$ cat config.mk
export PLATFORM = sky130hd
export DESIGN_NAME = esm_regs
export DESIGN_NICKNAME = d
export VERILOG_FILES = /design/src/rtl/esm_pkg.sv /design/src/rtl/esm_regs.sv /design/src/rtl/esm_tx_insert.sv
export SDC_FILE = /design/constraint.sdc
export NUM_CORES = 1
export LEC_CHECK = 0
export BUFFER_PORTS_ARGS = -buffer_cell sky130_fd_sc_hd__buf_2
export CAP_MARGIN = 20
export CELL_PAD_IN_SITES_DETAIL_PLACEMENT = 0
export CELL_PAD_IN_SITES_GLOBAL_PLACEMENT = 1
export CORE_MARGIN = 2
export CORE_UTILIZATION = 35
export DETAILED_ROUTE_END_ITERATION = 6
export PLACE_DENSITY = 0.73
export SKIP_CTS_REPAIR_TIMING = 1
export SLEW_MARGIN = 20
export SYNTH_ARGS = -nofsm -noshare
export SYNTH_HDL_FRONTEND = slang
export SYNTH_SLANG_ARGS = --single-unit
export TNS_END_PERCENT = 1
$ cat constraint.sdc
create_clock -name clk_sys_i -period 2.54 [get_ports clk_sys_i]
set_input_delay 0 -clock clk_sys_i [delete_from_list [all_inputs] [get_ports clk_sys_i]]
set_output_delay 0 -clock clk_sys_i [all_outputs]
set_load 0.05 [all_outputs]
$ cat src/rtl/esm_pkg.sv
// Package with the register map, field positions and frame constants of the spare bit register set.
package esm_pkg;

    typedef logic [7:0] esm_byte_t;

    // Receive registers, one byte each, indexed from the first receive offset.
    localparam logic [7:0] RX_INTL_ALIGN_OFS    = 8'hc8;
    localparam logic [7:0] RX_INTL_NONALIGN_OFS = 8'hc9;
    localparam logic [7:0] RX_REMOTE_ALARM_OFS  = 8'hca;
    localparam logic [7:0] RX_SPARE4_OFS        = 8'hcb;
    localparam logic [7:0] RX_SPARE5_OFS        = 8'hcc;
    localparam logic [7:0] RX_SPARE6_OFS        = 8'hcd;
    localparam logic [7:0] RX_SPARE7_OFS        = 8'hce;
    localparam logic [7:0] RX_SPARE8_OFS        = 8'hcf;
    localparam int         RX_REG_NUM           = 8;

    // Transmit registers followed by the insertion control byte.
    localparam logic [7:0] TX_INTL_ALIGN_OFS    = 8'hd2;
    localparam logic [7:0] TX_INTL_NONALIGN_OFS = 8'hd3;
    localparam logic [7:0] TX_REMOTE_ALARM_OFS  = 8'hd4;
    localparam logic [7:0] TX_SPARE4_OFS        = 8'hd5;
    localparam logic [7:0] TX_SPARE5_OFS        = 8'hd6;
    localparam logic [7:0] TX_SPARE6_OFS        = 8'hd7;
    localparam logic [7:0] TX_SPARE7_OFS        = 8'hd8;
    localparam logic [7:0] TX_SPARE8_OFS        = 8'hd9;
    localparam logic [7:0] TX_INSERT_CTRL_OFS   = 8'hda;
    localparam int         TX_REG_NUM           = 9;
    localparam int         TX_DATA_NUM          = 8;

    // Group index k: 0 Si align, 1 Si nonalign, 2 alarm, 3..7 Sa4..Sa8.
    localparam int GRP_INTL_ALIGN    = 0;
    localparam int GRP_INTL_NONALIGN = 1;

    // Insertion control bit of group k sits at bit (7 - k).
    localparam int INTL_ALIGN_INSERT_BIT    = 7;
    localparam int INTL_NONALIGN_INSERT_BIT = 6;
    localparam int REMOTE_ALARM_INSERT_BIT  = 5;
    localparam int SPARE4_INSERT_BIT        = 4;
    localparam int SPARE8_INSERT_BIT        = 0;

    // Timeslot 0 layout: Si in bit 7, alarm in bit 5, Sa4..Sa8 in bits 4..0.
    localparam int TS0_INTL_BIT = 7;

    localparam esm_byte_t REG_RESET     = 8'h00;
    localparam logic [3:0] FRAME_FIRST  = 4'h0;
    localparam logic [3:0] FRAME_LAST   = 4'hf;

    // Host service window after each multiframe flag.
    localparam int MF_WINDOW_US = 2000;

endpackage

$ cat src/rtl/esm_regs.sv
// Multiframe Si, alarm and Sa overhead register set with host port and framer hooks.
//
// Function
// - Receive Sa6 odd frames 1..15 read-only at CDh, frame 15 in bit 0.
// - Receive Sa7 odd frames read-only at CEh, frame 1 in MSB.
// - Receive Sa8 odd frames read-only at CFh, frame 1 in bit 7.
// - Writable byte D2h supplies Si of even frames, frame 0 in bit 7.
// - Writable byte D3h supplies Si of odd frames, frame 1 in bit 7.
// - Writable byte D4h supplies remote alarm of odd frames, frame 1 in bit 7.
// - Writable bytes D5h..D9h supply Sa4..Sa8 of odd frames, frame 1 in bit 7.
// - Control bit 0 set inserts Sa8 byte; clear leaves Sa8 alone.
// - Control bit 1 enables Sa7 insertion.
// - Control bit 2 enables Sa6 insertion.
// - Control bit 3 enables Sa5 insertion.
// - Control bit 4 enables Sa4 insertion.
// - Control bit 5 enables remote alarm insertion.
// - Control bit 6 enables Si insertion in nonalign frames.
// - Control bit 7 enables Si insertion in align frames.
// - Receive registers refresh with the receive multiframe flag; host has 2 ms.
// - Transmit registers sampled with transmit multiframe flag; late updates resend old data.
// - Receive registers hold the earliest received bit in the MSB.
// - Transmit registers send the MSB first.
`timescale 1ns/1ps
`default_nettype none
module esm_regs
    import esm_pkg::*;
(
    input  wire logic       clk_sys_i,
    input  wire logic       sys_rst_i,
    // Host port, one access per strobe cycle.
    input  wire logic [7:0] host_addr_i,
    input  wire logic       host_wr_i,
    input  wire logic       host_rd_i,
    input  wire logic [7:0] host_wdata_i,
    output logic      [7:0] host_rdata_o,
    output logic            host_rvalid_o,
    // Receive framer: timeslot 0 byte of each frame with its multiframe position.
    input  wire logic       rx_ts0_valid_i,
    input  wire logic [3:0] rx_frame_num_i,
    input  wire logic [7:0] rx_ts0_i,
    output logic            rx_multiframe_flag_o,
    // Transmit framer: request for timeslot 0 of a frame, ordinary byte supplied.
    input  wire logic       tx_ts0_req_i,
    input  wire logic [3:0] tx_frame_num_i,
    input  wire logic [7:0] tx_ts0_base_i,
    output logic      [7:0] tx_ts0_o,
    output logic            tx_ts0_valid_o,
    output logic            tx_multiframe_flag_o
);

    // Receive storage: collecting bytes and the host-visible copies.
    esm_byte_t rx_shadow_r [RX_REG_NUM];
    esm_byte_t rx_shadow_nxt [RX_REG_NUM];
    esm_byte_t rx_regs_r [RX_REG_NUM];
    esm_byte_t rx_regs_nxt [RX_REG_NUM];
    logic      rx_mf_flag_r;
    logic      rx_mf_flag_nxt;

    // Transmit storage: host registers and the copy taken at the multiframe start.
    esm_byte_t tx_regs_r [TX_REG_NUM];
    esm_byte_t tx_regs_nxt [TX_REG_NUM];
    esm_byte_t tx_sample_r [TX_DATA_NUM];
    esm_byte_t tx_sample_nxt [TX_DATA_NUM];
    logic      tx_mf_flag_r;
    logic      tx_mf_flag_nxt;
    logic [7:0] tx_ts0_r;
    logic [7:0] tx_ts0_nxt;
    logic       tx_ts0_valid_r;
    logic       tx_ts0_valid_nxt;

    // Host read path.
    logic [7:0] rdata_r;
    logic [7:0] rdata_nxt;
    logic       rvalid_r;
    logic       rvalid_nxt;

    logic [63:0] tx_bits_flat;
    logic [7:0]  tx_ts0_ins;
    logic [2:0]  rx_bit_pos;
    logic        tx_mf_start;

    // Address decode shared by the write and read paths.
    logic        wr_tx_hit;
    logic        rd_rx_hit;
    logic        rd_tx_hit;

    // Offsets relative to the start of each register window.
    logic [3:0]  tx_idx;
    logic [2:0]  rx_idx;

    // Live insertion control byte, not sampled per multiframe.
    logic [7:0]  insert_ctrl;

    // True when the address falls in the window [base, base + num).
    function automatic logic addr_in(input logic [7:0] addr, input logic [7:0] base, input int num);
        logic [8:0] top;
        top = 9'(base) + 9'(num);
        return (9'(addr) >= 9'(base)) && (9'(addr) < top);
    endfunction

    // Index of the register inside its window.
    function automatic int addr_idx(input logic [7:0] addr, input logic [7:0] base);
        return int'(addr) - int'(base);
    endfunction

    // Each frame lands at position 7 - f/2, so the earliest frame fills the MSB.
    assign rx_bit_pos  = 3'(7 - int'(rx_frame_num_i[3:1]));
    assign tx_mf_start = tx_ts0_req_i && (tx_frame_num_i == FRAME_FIRST);

    // Each access acts only on a window hit, so the narrow indices stay in range.
    assign wr_tx_hit   = host_wr_i && addr_in(host_addr_i, TX_INTL_ALIGN_OFS, TX_REG_NUM);
    assign rd_rx_hit   = host_rd_i && addr_in(host_addr_i, RX_INTL_ALIGN_OFS, RX_REG_NUM);
    assign rd_tx_hit   = host_rd_i && addr_in(host_addr_i, TX_INTL_ALIGN_OFS, TX_REG_NUM);
    assign tx_idx      = 4'(addr_idx(host_addr_i, TX_INTL_ALIGN_OFS));
    assign rx_idx      = 3'(addr_idx(host_addr_i, RX_INTL_ALIGN_OFS));
    assign insert_ctrl = tx_regs_r[TX_REG_NUM - 1];

    // Receive capture and multiframe refresh.
    always_comb
    begin
        rx_shadow_nxt  = rx_shadow_r;
        rx_regs_nxt    = rx_regs_r;
        rx_mf_flag_nxt = 1'b0;
        // A frame that never arrives leaves its shadow bits from the previous multiframe.
        if (rx_ts0_valid_i)
        begin
            if (!rx_frame_num_i[0])
            begin
                rx_shadow_nxt[GRP_INTL_ALIGN][rx_bit_pos] = rx_ts0_i[TS0_INTL_BIT];
            end
            else
            begin
                rx_shadow_nxt[GRP_INTL_NONALIGN][rx_bit_pos] = rx_ts0_i[TS0_INTL_BIT];
                for (int k = 2; k < RX_REG_NUM; k++)
                begin
                    rx_shadow_nxt[k][rx_bit_pos] = rx_ts0_i[7 - k];
                end
            end
            // The last frame completes the multiframe: publish and raise the flag together.
            if (rx_frame_num_i == FRAME_LAST)
            begin
                rx_regs_nxt    = rx_shadow_nxt;
                rx_mf_flag_nxt = 1'b1;
            end
        end
    end

    always_ff @(posedge clk_sys_i)
    begin
        if (sys_rst_i)
        begin
            for (int i = 0; i < RX_REG_NUM; i++)
            begin
                rx_shadow_r[i] <= REG_RESET;
                rx_regs_r[i]   <= REG_RESET;
            end
            rx_mf_flag_r <= 1'b0;
        end
        else
        begin
            rx_shadow_r  <= rx_shadow_nxt;
            rx_regs_r    <= rx_regs_nxt;
            rx_mf_flag_r <= rx_mf_flag_nxt;
        end
    end

    // Host writes and the transmit sample taken at frame 0.
    always_comb
    begin
        tx_regs_nxt    = tx_regs_r;
        tx_sample_nxt  = tx_sample_r;
        tx_mf_flag_nxt = 1'b0;
        // Writes to the receive window or to unmapped offsets change nothing.
        if (wr_tx_hit)
        begin
            tx_regs_nxt[tx_idx] = host_wdata_i;
        end
        // A write in the sampling cycle misses this multiframe; the old value is sent.
        if (tx_mf_start)
        begin
            // Only the eight data bytes are sampled; the control byte stays live.
            for (int k = 0; k < TX_DATA_NUM; k++)
            begin
                tx_sample_nxt[k] = tx_regs_r[k];
            end
            tx_mf_flag_nxt = 1'b1;
        end
    end

    always_ff @(posedge clk_sys_i)
    begin
        if (sys_rst_i)
        begin
            for (int i = 0; i < TX_REG_NUM; i++)
            begin
                tx_regs_r[i] <= REG_RESET;
            end
            for (int i = 0; i < TX_DATA_NUM; i++)
            begin
                tx_sample_r[i] <= REG_RESET;
            end
            tx_mf_flag_r <= 1'b0;
        end
        else
        begin
            tx_regs_r    <= tx_regs_nxt;
            tx_sample_r  <= tx_sample_nxt;
            tx_mf_flag_r <= tx_mf_flag_nxt;
        end
    end

    // Frame 0 uses the registers directly since the sample lands only at the next edge.
    // Later frames read the sample, so host writes after frame 0 wait for the next multiframe.
    genvar g;
    generate
        for (g = 0; g < TX_DATA_NUM; g++)
        begin : g_flat
            assign tx_bits_flat[g*8 +: 8] = tx_mf_start ? tx_regs_r[g] : tx_sample_r[g];
        end
    endgenerate

    esm_tx_insert u_insert (
        .frame_num_i   (tx_frame_num_i),
        .base_ts0_i    (tx_ts0_base_i),
        .tx_bits_i     (tx_bits_flat),
        .insert_ctrl_i (insert_ctrl),
        .ts0_o         (tx_ts0_ins)
    );

    // Outgoing timeslot 0 byte, one cycle after the request.
    always_comb
    begin
        tx_ts0_nxt       = tx_ts0_r;
        tx_ts0_valid_nxt = tx_ts0_req_i;
        // A control byte write applies from the next requested frame.
        if (tx_ts0_req_i)
        begin
            tx_ts0_nxt = tx_ts0_ins;
        end
    end

    always_ff @(posedge clk_sys_i)
    begin
        if (sys_rst_i)
        begin
            tx_ts0_r       <= 8'h00;
            tx_ts0_valid_r <= 1'b0;
        end
        else
        begin
            tx_ts0_r       <= tx_ts0_nxt;
            tx_ts0_valid_r <= tx_ts0_valid_nxt;
        end
    end

    // Host read: registered data one cycle after the strobe, unmapped reads give zero.
    // A read and a write in one cycle return the value from before the write.
    always_comb
    begin
        rdata_nxt  = rdata_r;
        rvalid_nxt = host_rd_i;
        if (host_rd_i)
        begin
            if (rd_rx_hit)
            begin
                rdata_nxt = rx_regs_r[rx_idx];
            end
            else if (rd_tx_hit)
            begin
                rdata_nxt = tx_regs_r[tx_idx];
            end
            else
            begin
                rdata_nxt = 8'h00;
            end
        end
    end

    always_ff @(posedge clk_sys_i)
    begin
        if (sys_rst_i)
        begin
            rdata_r  <= 8'h00;
            rvalid_r <= 1'b0;
        end
        else
        begin
            rdata_r  <= rdata_nxt;
            rvalid_r <= rvalid_nxt;
        end
    end

    // Every output comes straight from a register.
    assign host_rdata_o         = rdata_r;
    assign host_rvalid_o        = rvalid_r;
    assign rx_multiframe_flag_o = rx_mf_flag_r;
    assign tx_multiframe_flag_o = tx_mf_flag_r;
    assign tx_ts0_o             = tx_ts0_r;
    assign tx_ts0_valid_o       = tx_ts0_valid_r;

endmodule
`default_nettype wire

$ cat src/rtl/esm_tx_insert.sv
// Overhead bit substitution for one outgoing timeslot 0 byte.
`timescale 1ns/1ps
`default_nettype none
module esm_tx_insert
    import esm_pkg::*;
(
    input  wire logic [3:0]  frame_num_i,
    input  wire logic [7:0]  base_ts0_i,
    input  wire logic [63:0] tx_bits_i,
    input  wire logic [7:0]  insert_ctrl_i,
    output logic      [7:0]  ts0_o
);

    logic [2:0] bit_pos;
    logic       odd_frame;

    // Frame f carries the bit at position 7 - f/2, so the first frame lands in the MSB.
    assign bit_pos   = 3'(7 - int'(frame_num_i[3:1]));
    assign odd_frame = frame_num_i[0];

    always_comb
    begin
        ts0_o = base_ts0_i;
        if (!odd_frame)
        begin
            if (insert_ctrl_i[INTL_ALIGN_INSERT_BIT])
            begin
                ts0_o[TS0_INTL_BIT] = tx_bits_i[GRP_INTL_ALIGN*8 + int'(bit_pos)];
            end
        end
        else
        begin
            if (insert_ctrl_i[INTL_NONALIGN_INSERT_BIT])
            begin
                ts0_o[TS0_INTL_BIT] = tx_bits_i[GRP_INTL_NONALIGN*8 + int'(bit_pos)];
            end
            // Groups 2..7 (alarm, Sa4..Sa8) map onto ts0 bits 5..0 and control bits 5..0.
            for (int k = 2; k < TX_DATA_NUM; k++)
            begin
                if (insert_ctrl_i[7 - k])
                begin
                    ts0_o[7 - k] = tx_bits_i[k*8 + int'(bit_pos)];
                end
            end
        end
    end

endmodule
`default_nettype wire

==> impl_metrics.ini <==
[timing]
final_period_minus_worst_setup_slack_ns = 2.25
final_min_period_over_clock_period_pct = 88.4
fmaxAchievable_mhz = 445
finalWorstSetupSlack_ns = 0.294
whs_ns = -0.0123
worst_pin_slew_ns = 0.931
relSlewSlack_pct = 37.4
report.final.hold_viol_count = 16
grt_setup_unrepaired = false
setup_tns_ns = 0
slew_viols_final = 0
timing.clock.skew_ns = 0.0123
setup-violations-final = 0

[floorplanning]
die_w_um = 191
floorplan.rows = 68
core_region_area_um2 = 34500
die_area_um2 = 36400
start_util_pct = 35.5
vert_die_dim_um = 191
floorplan.io_pins = 66

[routing]
totalWireLength_um = 36500
vias_per_cell = 5.36
route.detailed.wl_per_inst_um = 18.7
drc = 0
dr.pass1.iters = 5
antenna_violating_nets_post_route = 0
dr.first_iter.drc_count = 730
dr_total_vias = 10500

[critical_path]
worstPathRequired_ns = 2.97
critical_path_arrival_ns = 2.68
timing.critical_path.fanout_max = 4
r2r_setup_slack_ns = 0.29
worstReg2RegStart = insert_ctrl[3]
worstSetupPathType = reg -> reg
worst_setup_path_start_kind = flip-flop
crit_path_end_kind = flip-flop
critical_path.cell_chain = nand2_1 -> a221oi_1 -> o211ai_1 -> a221oi_1 -> a2111oi_0 -> dlygate4sd3_1
rr_endpoint = tx_ts0_o[3]
crit_start = insert_ctrl[3]
critPathSlowestCell = sky130_fd_sc_hd__dlygate4sd3_1
critical_path.most_common_cell = sky130_fd_sc_hd__a221oi_1
r2r.worst_path.cells = 6
critical-path-max-stage-delay_ns = 0.59

[cts]
clock_sink_count = 277
root_buffer = sky130_fd_sc_hd__clkbuf_16
clkSlewWorstSetupHoldPaths_ns = 0.06
tritoncts = yes
clockBufferDepth = 3
tritoncts.num_buffers = 31
worstSkewPairLatency_ns = 0.56
h-tree-depth = 1

[synthesis]
post_synth_inst_count = 1436
postSynthNetCount = 1484
number_of_enable_type_register_cells_in_the_synthesized_netlist = 0
yosys_register_bits = 277
post_synth_num_cell_types = 54
synthArstFlopShare_pct = 0
register_area_share_after_synthesis_pct = 45.4
syn_avg_cell_area_um2 = 8.51
combined_area_of_all_synthesized_cells_um2 = 12200
synth_top_area_cell = sky130_fd_sc_hd__dfxtp_1
postSynth.topFlopCell = sky130_fd_sc_hd__dfxtp_1
synth_top_area_share_pct = 45.4
synth_top_cells_by_area = sky130_fd_sc_hd__dfxtp_1 (45%), sky130_fd_sc_hd__mux2i_1 (9.3%), sky130_fd_sc_hd__nand2_1 (9.0%), sky130_fd_sc_hd__a21oi_1 (7.4%), sky130_fd_sc_hd__mux4_2 (3.3%)
synth-warning-count = 0

[global_route]
grt_remaining_overflow = 0
grt_first_pass_wirelength_um = 56500
groute.usage.overall_pct = 19.6
antenna_found_initial = 0
first_global_vias = 9765
grt_max_degree = 97

[power_and_ir_drop]
total_leakage_power_nw = 5.08
vdd_drop_max_v = 0.000565
power.density_cell_area_nw_per_um2 = 663

[run_status]
status = finished with violations
failed_checks = hold timing

[flow_run]
max-cap-violations = 0

[final_layout]
diodes = 0
final_net_count = 1525
fin_util_pct = 41.4
share_of_final_layout_standard_cells_stronger_than_drive_strength_1_pct = 11.4
synthesis_to_finish_area_growth_pct = 16.6

[place]
gp_congestion = 0.819
post_dp_hpwl_um = 24400
place_ws_ns = 0.257
port-buffer-count = 64

[hold_path]
hold_start = tx_frame_num_i[2]
min-delay-path-class = in -> reg
holdPathEnd = tx_ts0_o[4]
worst_hold_path_depth = 3
==> cells in the final DEF, fill, tap and decap left out, types with 18 or more instances in the layout <==
cell / n
sky130_fd_sc_hd__a21oi_1: 180
sky130_fd_sc_hd__a221oi_1: 24
sky130_fd_sc_hd__buf_2: 62
sky130_fd_sc_hd__buf_4: 30
sky130_fd_sc_hd__clkbuf_16: 31
sky130_fd_sc_hd__dfxtp_1: 277
sky130_fd_sc_hd__dlygate4sd3_1: 37
sky130_fd_sc_hd__mux2i_1: 113
sky130_fd_sc_hd__mux4_2: 18
sky130_fd_sc_hd__nand2_1: 292
sky130_fd_sc_hd__nand2b_1: 36
sky130_fd_sc_hd__nand3_1: 63
sky130_fd_sc_hd__nand4_1: 43
sky130_fd_sc_hd__nor2_1: 87
sky130_fd_sc_hd__o211ai_1: 18
sky130_fd_sc_hd__o21ai_0: 30
==> Yosys cell counts (21+ instances only) <==
cell                       number
sky130_fd_sc_hd__clkbuf_1      87
sky130_fd_sc_hd__nand3_1       64
sky130_fd_sc_hd__a221oi_1      24
sky130_fd_sc_hd__buf_2         21
sky130_fd_sc_hd__nand2b_1      36
sky130_fd_sc_hd__o21ai_0       30
sky130_fd_sc_hd__mux2i_1      113
sky130_fd_sc_hd__nand4_1       43
sky130_fd_sc_hd__dfxtp_1      277
sky130_fd_sc_hd__nor2_1        87
sky130_fd_sc_hd__a21oi_1      180
sky130_fd_sc_hd__nand2_1      293
==> how the worst max path moves through the flow <==
stage                          to  cells after the start
CTS                 tx_regs_r[19]                      8
global route          tx_ts0_o[3]                      6
finish                tx_ts0_o[3]                      6
detailed placement  tx_regs_r[23]                      8
floorplan           tx_regs_r[10]                      9
global placement    tx_regs_r[23]                      8
==> layer usage <==
metal  share of wire, %  track usage (%)  wire (µm)  vias up
met5                  0                0          0        -
met4                2.7             5.93        990        0
met3                5.3             2.72       1920       58
met2                 46             31.9      16800      259
met1                 46             27.0      16800     4991
li1                   -                -          -     5147
==> report_power, final <==
part	switching [W]	leakage [nW]	internal [W]
Combinational	0.000488	2.38	0.000219
Sequential	0.0000209	2.24	0.00438
Clock	0.00177	0.467	0.00258
==> cell families after synthesis <==
family	count (synthesis)	synth area share, %
fa+ha+maj	2	0.205
simple gates	578	21.7
xor+xnor	2	0.143
flops	277	45.4
mux	131	12.6
buf+inv	131	4.37
compound gates	315	15.7
==> per-stage QoR <==
step / cell area, µm² / total power (W) / hold WS, ns / instances
final: 14300 / 0.00946 / -0.0123 / 1952
after global routing: 14300 / 0.00980 / 0.00388 / 1952
after CTS: 13900 / 0.00949 / -0.315 / 1915
after global placement: 12900 / 0.00515 / 0.238 / 1862
after detailed placement: 12900 / 0.00516 / 0.253 / 1862
after floorplan: 12200 / 0.00492 / 0.0791 / 1436
==> layout make-up <==
class | instances | area, µm²
clock inverter | 6 | 85.1
sequential | 277 | 5550
timing repair buffer | 133 | 980
multi-input combinational | 1028 | 6160
clock buffer | 47 | 886
tap | 455 | 569
fill | 3500 | 20200
inverter | 6 | 22.5
==> registers in the layout, summed over array words and instances (netlist names) <==
| register | count |
|---|---|
| rx_regs_r | 64 |
| tx_sample_r | 64 |
| host_rdata_o | 8 |
| tx_ts0_o | 8 |
| host_rvalid_o | 1 |
| tx_regs_r | 64 |
| rx_multiframe_flag_o | 1 |
| tx_ts0_valid_o | 1 |
| insert_ctrl | 8 |
| tx_multiframe_flag_o | 1 |
| rx_shadow_r | 57 |
==> critical path, delay by kind of cell (launching register included) <==
family | cells | cell delay [ns]
AOI/OAI and AO/OA | 4 | 0.98
buffers and inverters | 1 | 0.59
DFF | 1 | 0.47
and+or+nand+nor | 1 | 0.08
No activity file was read; power rests on OpenSTA's default activity.
